File: src/hw/cfsr_pkg.sv
package cfsr_pkg;
    // bus geometry
    localparam int DATA_W = 32; // axi data width
    localparam int ADDR_W = 12; // axi address width
    localparam int IDX_W = 10; // word index width
    localparam int REG_W = 8; // documented register width
    localparam int CH_W = 4; // channels per register
    localparam int N_KIND = 4; // fault registers in the bank

    // word indices, byte address is four times the index
    localparam logic [IDX_W-1:0] IDX_OL_OFF = 10'h004; // off-state open load
    localparam logic [IDX_W-1:0] IDX_OL_ON = 10'h005; // on-state open load
    localparam logic [IDX_W-1:0] IDX_ILIM = 10'h006; // current limit
    localparam logic [IDX_W-1:0] IDX_TSD = 10'h007; // thermal shutdown
    localparam logic [IDX_W-1:0] IDX_IRQ_STAT = 10'h010; // event status, w1c
    localparam logic [IDX_W-1:0] IDX_IRQ_MASK = 10'h011; // event mask

    // fault kind positions in the flag array
    localparam int KIND_OL_OFF = 0; // off-state open load
    localparam int KIND_OL_ON = 1; // on-state open load
    localparam int KIND_ILIM = 2; // current limit
    localparam int KIND_TSD = 3; // thermal shutdown

    // reset values
    localparam logic [CH_W-1:0] FLAG_RST = 4'h0; // all fault flags clear
    localparam logic [N_KIND-1:0] IRQ_RST = 4'h0; // events clear, all masked

    // axi responses
    localparam logic [1:0] RESP_OKAY = 2'h0; // accepted
    localparam logic [1:0] RESP_DECERR = 2'h3; // no register there

    // live fault conditions from the analog side, one bit per channel
    typedef struct packed {
        logic [CH_W-1:0] tsd; // over shutdown temperature
        logic [CH_W-1:0] ilim; // limiting current now
        logic [CH_W-1:0] ol_on; // open load while on
        logic [CH_W-1:0] ol_off; // open load while off
    } cfsr_cond_s;
endpackage

File: src/hw/cfsr_top.sv
// The implementer's own choice: register access over AXI4-Lite.
`timescale 1ns/1ps
module cfsr_top #(
    parameter int NUM_CH = cfsr_pkg::CH_W // channels in use
) (
    input wire logic aclk, // system clock
    input wire logic aresetn, // sync reset, active low
    input wire cfsr_pkg::cfsr_cond_s fault_cond, // live fault levels
    input wire logic awvalid, // write address valid
    output logic awready, // write address ready
    input wire logic [cfsr_pkg::ADDR_W-1:0] awaddr, // write address
    input wire logic [2:0] awprot, // unused protection
    input wire logic wvalid, // write data valid
    output logic wready, // write data ready
    input wire logic [cfsr_pkg::DATA_W-1:0] wdata, // write data
    input wire logic [3:0] wstrb, // byte strobes
    output logic bvalid, // write response valid
    input wire logic bready, // write response ready
    output logic [1:0] bresp, // write response code
    input wire logic arvalid, // read address valid
    output logic arready, // read address ready
    input wire logic [cfsr_pkg::ADDR_W-1:0] araddr, // read address
    input wire logic [2:0] arprot, // unused protection
    output logic rvalid, // read data valid
    input wire logic rready, // read data ready
    output logic [cfsr_pkg::DATA_W-1:0] rdata, // read data
    output logic [1:0] rresp, // read response code
    output logic irq // level, unmasked event pending
);

    // word map, byte address four times the index
    // index 4: off-state open load flags
    // index 5: on-state open load flags
    // index 6: current limit flags
    // index 7: thermal shutdown flags
    // index 16: event status, write one to clear
    // index 17: event mask, one enables irq
    // fault registers are read-only, writes ignored
    // protection bits are not checked
    // only the low byte lane carries register bits
    // reserved upper bits always read zero
    // refuse channel counts the register layout cannot hold
    if (NUM_CH < 1 || NUM_CH > cfsr_pkg::CH_W) begin : g_bad_ch
        $error("cfsr_top: NUM_CH must be 1 to 4");
    end

    localparam int CH = cfsr_pkg::CH_W; // local shorthand
    localparam int NK = cfsr_pkg::N_KIND; // local shorthand
    localparam int IW = cfsr_pkg::IDX_W; // local shorthand

    // unused channels tied off at the source,
    // so flags, events and reads all see zero for them
    // channel enable, unused channels never set
    logic [CH-1:0] ch_en; // one per channel
    for (genvar c = 0; c < CH; c++) begin : g_chen
        assign ch_en[c] = (c < NUM_CH);
    end

    // index order follows the package kind positions,
    // the same order as the event status bits
    // conditions arranged by kind
    logic [NK-1:0][CH-1:0] cond_v; // live levels per kind
    assign cond_v[cfsr_pkg::KIND_OL_OFF] = fault_cond.ol_off & ch_en;
    assign cond_v[cfsr_pkg::KIND_OL_ON] = fault_cond.ol_on & ch_en;
    assign cond_v[cfsr_pkg::KIND_ILIM] = fault_cond.ilim & ch_en;
    assign cond_v[cfsr_pkg::KIND_TSD] = fault_cond.tsd & ch_en;

    // flag and event storage
    logic [NK-1:0][CH-1:0] flag_r; // sticky fault flags
    logic [NK-1:0] rd_clr; // clearing read of kind k this cycle
    logic [NK-1:0] ev_set; // a flag of kind k newly sets
    logic [NK-1:0] irq_stat_r; // event status, w1c
    logic [NK-1:0] irq_mask_r; // event mask, 1 enables

    // write channel state
    logic aw_hold_r; // address captured
    logic w_hold_r; // data captured
    logic [IW-1:0] aw_idx_r; // captured word index
    logic [cfsr_pkg::REG_W-1:0] wdata_r; // captured low byte
    logic wstrb0_r; // low byte lane enabled
    logic bvalid_r; // response pending
    logic [1:0] bresp_r; // response code
    logic wr_fire; // perform the write now
    logic wr_hit; // captured index is mapped

    // read channel state
    logic rvalid_r; // read data pending
    logic [cfsr_pkg::DATA_W-1:0] rdata_r; // read data
    logic [1:0] rresp_r; // read response code
    logic ar_fire; // read address taken
    logic [IW-1:0] ar_idx; // read word index
    logic [cfsr_pkg::REG_W-1:0] rd_byte; // selected register value
    logic rd_hit; // read index is mapped

    // answer timing, counted in clock edges:
    // read data registered at the same edge that takes the address
    // write response one edge after both halves held
    // no further wait states are ever inserted
    // trade-off: a read every second cycle at best
    // one read and one write may overlap freely
    // ready terms: one write and one read in flight at most
    assign awready = ~aw_hold_r & ~bvalid_r;
    assign wready = ~w_hold_r & ~bvalid_r;
    assign arready = ~rvalid_r;
    assign ar_fire = arvalid & arready;
    assign ar_idx = araddr[cfsr_pkg::ADDR_W-1:cfsr_pkg::ADDR_W-cfsr_pkg::IDX_W];
    assign wr_fire = aw_hold_r & w_hold_r & ~bvalid_r;

    // clear strobe from the address handshake,
    // not from the data handshake: the reported value
    // is captured at the same edge, so no flag is lost
    // a stalled rready does not delay the clear
    // a read of a fault register is its clearing read
    always_comb begin
        rd_clr = '0;
        if (ar_fire) begin
            rd_clr[cfsr_pkg::KIND_OL_OFF] = (ar_idx == cfsr_pkg::IDX_OL_OFF);
            rd_clr[cfsr_pkg::KIND_OL_ON] = (ar_idx == cfsr_pkg::IDX_OL_ON);
            rd_clr[cfsr_pkg::KIND_ILIM] = (ar_idx == cfsr_pkg::IDX_ILIM);
            rd_clr[cfsr_pkg::KIND_TSD] = (ar_idx == cfsr_pkg::IDX_TSD);
        end
    end

    // flag update per edge:
    // no read: flag ors in the live condition
    // clearing read: flag takes the live condition
    // so a fault present at the read survives it
    // and a fault arriving with the read is never lost
    // limitation: no memory of a pending clear,
    // a later read is needed once the fault has gone
    // reset value all clear for every kind
    // one sticky flag bank per fault kind
    for (genvar k = 0; k < NK; k++) begin : g_kind
        // set while condition present, clear only on read with it gone
        always_ff @(posedge aclk) begin
            if (!aresetn) begin
                flag_r[k] <= cfsr_pkg::FLAG_RST;
            end else if (rd_clr[k]) begin
                // condition still present keeps the flag set
                flag_r[k] <= cond_v[k];
            end else begin
                flag_r[k] <= flag_r[k] | cond_v[k];
            end
        end
        // event when any channel goes from clear to set
        assign ev_set[k] = |(cond_v[k] & ~flag_r[k]);
    end

    // read mux works on the address as offered,
    // used only in the cycle of the handshake
    // unmapped indices answer with a decode error
    // register read mux, bits above the channels read zero
    always_comb begin
        rd_byte = '0;
        rd_hit = 1'b1;
        case (ar_idx)
            cfsr_pkg::IDX_OL_OFF: begin
                rd_byte[CH-1:0] = flag_r[cfsr_pkg::KIND_OL_OFF];
            end
            cfsr_pkg::IDX_OL_ON: begin
                rd_byte[CH-1:0] = flag_r[cfsr_pkg::KIND_OL_ON];
            end
            cfsr_pkg::IDX_ILIM: begin
                rd_byte[CH-1:0] = flag_r[cfsr_pkg::KIND_ILIM];
            end
            cfsr_pkg::IDX_TSD: begin
                rd_byte[CH-1:0] = flag_r[cfsr_pkg::KIND_TSD];
            end
            cfsr_pkg::IDX_IRQ_STAT: begin
                rd_byte[NK-1:0] = irq_stat_r;
            end
            cfsr_pkg::IDX_IRQ_MASK: begin
                rd_byte[NK-1:0] = irq_mask_r;
            end
            default: begin
                rd_hit = 1'b0; // unmapped
            end
        endcase
    end

    // read data captured before the clear lands, so the set value is seen
    always_ff @(posedge aclk) begin
        if (!aresetn) begin
            rvalid_r <= 1'b0;
            rdata_r <= '0;
            rresp_r <= cfsr_pkg::RESP_OKAY;
        end else if (ar_fire) begin
            rvalid_r <= 1'b1;
            // upper bits of the byte already zero from the mux
            rdata_r <= {{(cfsr_pkg::DATA_W - cfsr_pkg::REG_W){1'b0}}, rd_byte};
            rresp_r <= rd_hit ? cfsr_pkg::RESP_OKAY : cfsr_pkg::RESP_DECERR;
        end else if (rvalid_r && rready) begin
            rvalid_r <= 1'b0; // answer taken
        end
    end

    // write halves may arrive in either order,
    // each held until the other has come
    // ready drops while a half is held or answered
    // write address capture, independent of data
    always_ff @(posedge aclk) begin
        if (!aresetn) begin
            aw_hold_r <= 1'b0;
            aw_idx_r <= '0;
        end else if (awvalid && awready) begin
            aw_hold_r <= 1'b1;
            aw_idx_r <= awaddr[cfsr_pkg::ADDR_W-1:cfsr_pkg::ADDR_W-cfsr_pkg::IDX_W];
        end else if (wr_fire) begin
            aw_hold_r <= 1'b0;
        end
    end

    // write data capture, only the low byte carries bits
    always_ff @(posedge aclk) begin
        if (!aresetn) begin
            w_hold_r <= 1'b0;
            wdata_r <= '0;
            wstrb0_r <= 1'b0;
        end else if (wvalid && wready) begin
            w_hold_r <= 1'b1;
            wdata_r <= wdata[cfsr_pkg::REG_W-1:0];
            wstrb0_r <= wstrb[0];
        end else if (wr_fire) begin
            w_hold_r <= 1'b0;
        end
    end

    // fault registers are read-only: writes there are accepted and dropped
    always_comb begin
        case (aw_idx_r)
            cfsr_pkg::IDX_OL_OFF, cfsr_pkg::IDX_OL_ON,
            cfsr_pkg::IDX_ILIM, cfsr_pkg::IDX_TSD,
            cfsr_pkg::IDX_IRQ_STAT, cfsr_pkg::IDX_IRQ_MASK: begin
                wr_hit = 1'b1;
            end
            default: begin
                wr_hit = 1'b0;
            end
        endcase
    end

    // decode error for an unmapped index,
    // okay otherwise, even where nothing changes
    // write response, one cycle after both halves are held
    always_ff @(posedge aclk) begin
        if (!aresetn) begin
            bvalid_r <= 1'b0;
            bresp_r <= cfsr_pkg::RESP_OKAY;
        end else if (wr_fire) begin
            bvalid_r <= 1'b1;
            bresp_r <= wr_hit ? cfsr_pkg::RESP_OKAY : cfsr_pkg::RESP_DECERR;
        end else if (bvalid_r && bready) begin
            bvalid_r <= 1'b0;
        end
    end

    // interrupt path:
    // event = a flag going from clear to set
    // a flag held set raises no further event
    // mask resets to zero, so irq stays low after reset
    // event mask, plain read/write
    always_ff @(posedge aclk) begin
        if (!aresetn) begin
            irq_mask_r <= cfsr_pkg::IRQ_RST;
        end else if (wr_fire && wstrb0_r && aw_idx_r == cfsr_pkg::IDX_IRQ_MASK) begin
            irq_mask_r <= wdata_r[NK-1:0];
        end
    end

    // clear and new event in one edge:
    // the new event wins, so none is ever missed
    // event status: new sets win over a same-cycle write-one clear
    always_ff @(posedge aclk) begin
        if (!aresetn) begin
            irq_stat_r <= cfsr_pkg::IRQ_RST;
        end else if (wr_fire && wstrb0_r && aw_idx_r == cfsr_pkg::IDX_IRQ_STAT) begin
            irq_stat_r <= (irq_stat_r & ~wdata_r[NK-1:0]) | ev_set;
        end else begin
            irq_stat_r <= irq_stat_r | ev_set;
        end
    end

    // response and data outputs straight from flip-flops
    // ready terms above are combinational by design
    // outputs; irq is a gate of two registers, so glitch free in practice
    assign irq = |(irq_stat_r & irq_mask_r);
    assign bvalid = bvalid_r;
    assign bresp = bresp_r;
    assign rvalid = rvalid_r;
    assign rdata = rdata_r;
    assign rresp = rresp_r;

endmodule

File: config.mk
export PLATFORM = sky130hd
export DESIGN_NAME = cfsr_top
export DESIGN_NICKNAME = d
export VERILOG_FILES = /design/src/hw/cfsr_pkg.sv /design/src/hw/cfsr_top.sv
export SDC_FILE = /design/constraint.sdc
export NUM_CORES = 1
export LEC_CHECK = 0
export ABC_CLOCK_PERIOD_IN_PS = 2100
export BUFFER_PORTS_ARGS = -buffer_cell sky130_fd_sc_hd__buf_2
export CELL_PAD_IN_SITES_DETAIL_PLACEMENT = 1
export CELL_PAD_IN_SITES_GLOBAL_PLACEMENT = 1
export CORE_ASPECT_RATIO = 1.75
export CORE_MARGIN = 2
export CORE_UTILIZATION = 33
export CTS_BUF_LIST = sky130_fd_sc_hd__clkbuf_2 sky130_fd_sc_hd__clkbuf_4 sky130_fd_sc_hd__clkbuf_8
export DETAILED_ROUTE_END_ITERATION = 8
export HOLD_SLACK_MARGIN = 0.02
export PLACE_DENSITY_LB_ADDON = 0.15
export REMOVE_ABC_BUFFERS = 1
export SLEW_MARGIN = 20
export SYNTH_ARGS = -nofsm -noshare
export SYNTH_HDL_FRONTEND = slang
export SYNTH_SLANG_ARGS = --single-unit
File: constraint.sdc
create_clock -name aclk -period 2.1 [get_ports aclk]
set_clock_uncertainty 0.2 [all_clocks]
set_input_delay 0.42 -clock aclk [delete_from_list [all_inputs] [get_ports aclk]]
set_output_delay 0.42 -clock aclk [all_outputs]
set_load 0.01 [all_outputs]
* Word level (Yosys, flattened, before mapping) *
Cells that the tools add are included.

word-level totals
  bits in registers = 51
  word-level logic and storage cells = 90

cells by class
  reduce and logical (&&, ||, !) cells = 18
  eq/ne operators = 12
  bitwise operators = 26
  multiplexer cells = 18

operators by type and width
  cell                   count
  $eq A10 B3 Y1 const B  8
  $eq A10 B5 Y1 const B  4
  $and A4 B4 Y4          6
  $mux W4                6
  $or A4 B4 Y4           6
  $pmux W4 S6            1
  $not A4 Y4             5
  $reduce_or A4 Y1       5
  $reduce_or A6 Y1       2
  $mux W1                9
  $reduce_bool A2 Y1     4
  $logic_and A1 B1 Y1    7
  $and A1 B1 Y1          5
  $mux W2                2
  $not A1 Y1             4

* Logic depth before layout (Yosys ltp) *
  depth after elaboration = 5
  gate-level depth with buffers = 6

* Least setup slack after synthesis *
No wires, ideal clock.

  path kind = input-to-reg
  start = input port araddr[7] (netlist bit)
  end = register flag_r[10] (netlist bit)
  stages on the path = 4
  path buffers = 0
  arrival = 1,288 ps
  setup slack = 486 ps
  cell sequence = nor4_2 nand2_2 nor4b_4 o21ai_1

on the way
  cells in the longest elaborated chain, start to end = 3

ends and longest elaborated chain
  element                          RTL line         RTL
  from (decl)                      cfsr_top.sv:22   input wire logic [cfsr_pkg::ADDR_W-1:0] araddr,
  $eq A10 B3 Y1                    cfsr_top.sv:119  rd_clr[cfsr_pkg::KIND_ILIM] = (ar_idx == cfsr_pkg::IDX_ILIM);
  $mux W4                          cfsr_top.sv:116  if (ar_fire) begin
  $mux W4                          cfsr_top.sv:138  end else if (rd_clr[k]) begin
  to (signal, indexed assignment)  cfsr_top.sv:137  flag_r[k] <= cfsr_pkg::FLAG_RST;
  to (signal, indexed assignment)  cfsr_top.sv:140  flag_r[k] <= cond_v[k];
  to (signal, indexed assignment)  cfsr_top.sv:142  flag_r[k] <= flag_r[k] | cond_v[k];
  to (decl)                        cfsr_top.sv:69   logic [NK-1:0][CH-1:0] flag_r;

Every way passes these cells.
A chain may end at the register's enable or synchronous reset.

* Final worst setup path *
  start = register aw_idx_r[3]
  end = register irq_stat_r[1]

on the way
  cells in the longest elaborated chain, start to end = 3

ends and longest elaborated chain
  element                 RTL line         RTL
  from (decl)             cfsr_top.sv:78   logic [IW-1:0] aw_idx_r;
  from (signal assigned)  cfsr_top.sv:207  aw_idx_r <= awaddr[cfsr_pkg::ADDR_W-1:cfsr_pkg::ADDR_W-cfsr_pkg::IDX_W];
  $eq A10 B5 Y1           cfsr_top.sv:276  end else if (wr_fire && wstrb0_r && aw_idx_r == cfsr_pkg::IDX_IRQ_STAT) begin
  $logic_and A1 B1 Y1     cfsr_top.sv:276
  $mux W4                 cfsr_top.sv:276
  to (signal assigned)    cfsr_top.sv:275  irq_stat_r <= cfsr_pkg::IRQ_RST;
  to (signal assigned)    cfsr_top.sv:277  irq_stat_r <= (irq_stat_r & ~wdata_r[NK-1:0]) | ev_set;
  to (signal assigned)    cfsr_top.sv:279  irq_stat_r <= irq_stat_r | ev_set;
  to (decl)               cfsr_top.sv:72   logic [NK-1:0] irq_stat_r;

Every way passes these cells.

==> flow_summary.json <==
{
  "synth_top_area_frac": 0.379,
  "tritoncts": "done",
  "critical-path-top-delay-family": "simple AND/OR/NAND/NOR gates",
  "final_util": 0.393,
  "cp.arrival_ns": 1.70,
  "io_pins": 131,
  "portBuffers": 61,
  "num_antenna_cells": 0,
  "crit_path_start_kind": "flip-flop",
  "p_total_mw": 2.12,
  "antenna_left": 0,
  "path_buf_inv": 0,
  "syn_avg_cell_area_um2": 8.21,
  "wirelength_um": 6170,
  "path_class": "flip-flop to flip-flop",
  "initial_core_util": 0.342,
  "yosysWarnings": 0,
  "clockRootBuffer": "clkbuf_8",
  "cap_violations": 0,
  "setup-tns-final_ns": 0,
  "chipHeight_um": 121,
  "drive_gt1_frac": 0.231,
  "setup_viol": 0,
  "antenna_found_initial": 0,
  "core-area_mm2": 0.00757,
  "h-tree-depth": 2,
  "rsz0062_at_grt": "false",
  "grt_pass1_wl_um": 10400,
  "ys_ff_latch": 49,
  "path_clk_slew_ns": 0.09,
  "rrSetupSlack_ns": 0.40,
  "post_cts_resized": 0,
  "post-cts-setup-buffer-count": 0,
  "timing.hold.ws_ns": 0.121,
  "maxSlewViolCount": 0,
  "overflow": 0,
  "hold_class": "input pin to flip-flop",
  "hold_viol_final": 0,
  "crit_required_ns": 2.10,
  "vdd_drop_max_uv": 376,
  "cp_slowest_cell": "nor4_4",
  "power_leakage_nw": 1.38,
  "cts_hold_buf": 0,
  "max_freq_mhz": 589,
  "die_x_um": 70.9,
  "grtUsageTotal": 0.152,
  "area_delta_synth_final_pct": 15.0,
  "die_area_mm2": 0.00859,
  "period_share": 0.809,
  "gp_congestion": 0.734,
  "hpwlAfterDp_um": 4960,
  "dominantRegCellSynth": "dfxtp_1",
  "synth_cell_types": 44,
  "grt_max_degree": 45,
  "yosysTopAreaCell": "dfxtp_1",
  "cts_max_path_buffers": 2,
  "seq_area_frac_synth": 0.379,
  "drc_errors": 0,
  "grt_pass1_vias": 2281,
  "fp-row-count": 42,
  "cts_buffers": 5,
  "viasPerCell": 4.78,
  "yosysMostFrequentCell": "nand2_1",
  "synth_edf_count": 0,
  "slowest_delay_ns": 0.37,
  "status": "finished, final reports clean",
  "avgRoutedWirePerCell_um": 13.4,
  "clock_latency_ns": 0.30,
  "period_needed_ns": 1.70,
  "dr.pass1.iters": 4,
  "worst_setup_path_end_kind": "flip-flop",
  "drt_iter0_drc": 95,
  "vias": 2205,
  "ys_top_cells_by_count": "nand2_1, dfxtp_1, buf_4",
  "worstPathCellList": "nor4_4 > nand4_2 > o21a_1 > o31a_1",
  "async_flop_share": 0,
  "crit_fanout": 4,
  "clock_sinks": 49,
  "postSynthCellCount": 315,
  "fin_nets": 461,
  "p_per_area_mw_per_mm2": 712,
  "synth.cell_area_mm2": 0.00258,
  "synth_area_leaders": "dfxtp_1, buf_4, nand2_1, mux2i_1, a21boi_0"
}
==> final timing paths <==
check / from / to / cells past startpoint
worst max-delay path: aw_idx_r[3] / irq_stat_r[1] / 4
worst min-delay path: fault_cond[2] / flag_r[2] / 3
worst max register to register: aw_idx_r[3] / irq_stat_r[1] / 4
worst min register to register: wdata_r[1] / irq_mask_r[1] / 2
==> worst reg2reg max path: stages, from the launching register on <==
cell	delay, ns
dfxtp_1	0.34
nor4_4	0.37
nand4_2	0.23
o21a_1	0.23
o31a_1	0.23
==> layout by cell type, fill, tap and decap left out, types with 4 or more instances in the layout <==
master | synthesis | layout
a21boi_0 | 12 | 12
a21oi_1 | 5 | 5
buf_2 | 3 | 61
clkbuf_8 | 0 | 6
conb_1 | 1 | 28
dfxtp_1 | 49 | 49
inv_1 | 23 | 23
mux2i_1 | 14 | 14
nand2_1 | 62 | 62
nand3_1 | 4 | 4
nor2_1 | 14 | 14
nor2b_1 | 6 | 6
nor3_1 | 12 | 12
o21a_1 | 4 | 4
o21ai_0 | 14 | 14
o21ai_1 | 8 | 8
o22ai_1 | 12 | 12
o31a_1 | 4 | 4
==> final cells by class <==
cell class | count | area (um^2)
Inverter | 23 | 86.3
Clock buffer | 7 | 90.1
Timing Repair Buffer | 65 | 348
Tap cell | 88 | 110
Multi-Input combinational cell | 228 | 1330
Fill cell | 991 | 4600
Clock inverter | 1 | 30.0
Sequential cell | 49 | 981
==> report_power, final <==
group | switching [mW] | internal (mW) | total (mW)
sequential | 0.0542 | 0.997 | 1.05
clock | 0.317 | 0.402 | 0.719
combinational | 0.197 | 0.150 | 0.347
total | 0.568 | 1.55 | 2.12
==> state kept, by name (all words and copies together), names as in the netlist <==
name        flops
flag_r         16
aw_idx_r       10
irq_mask_r      4
irq_stat_r      4
rdata           4
wdata_r         4
aw_hold_r       1
bresp           1
bvalid          1
rresp           1
rvalid          1
w_hold_r        1
wstrb0_r        1
==> metrics by stage <==
step | cell area, um^2 | std cells | worst slack (ns)
final | 2970 | 461 | 0.402
after global routing | 2970 | 461 | 0.274
after CTS | 2970 | 461 | 0.349
after detailed placement | 2850 | 453 | 0.156
after global placement | 2850 | 453 | 0.223
after floorplan | 2390 | 300 | 0.486
==> cells by family after synthesis <==
logic type	after synthesis	share of synthesized area
AO/OA/AOI/OAI	65	0.162
buffers and inverters	65	0.147
flip-flops	49	0.379
multiplexers	14	0.0542
other	1	0.00145
AND/OR/NAND/NOR	121	0.257
==> per-layer routing <==
metal  vias up  GRT usage  part of all wire
li1       1120          -                 -
met1      1020      0.159              0.38
met2        58      0.291              0.56
met3         7     0.0332             0.049
met4         0     0.0507             0.017
met5         -          0                 0
No activity file was read; power rests on OpenSTA's default activity.
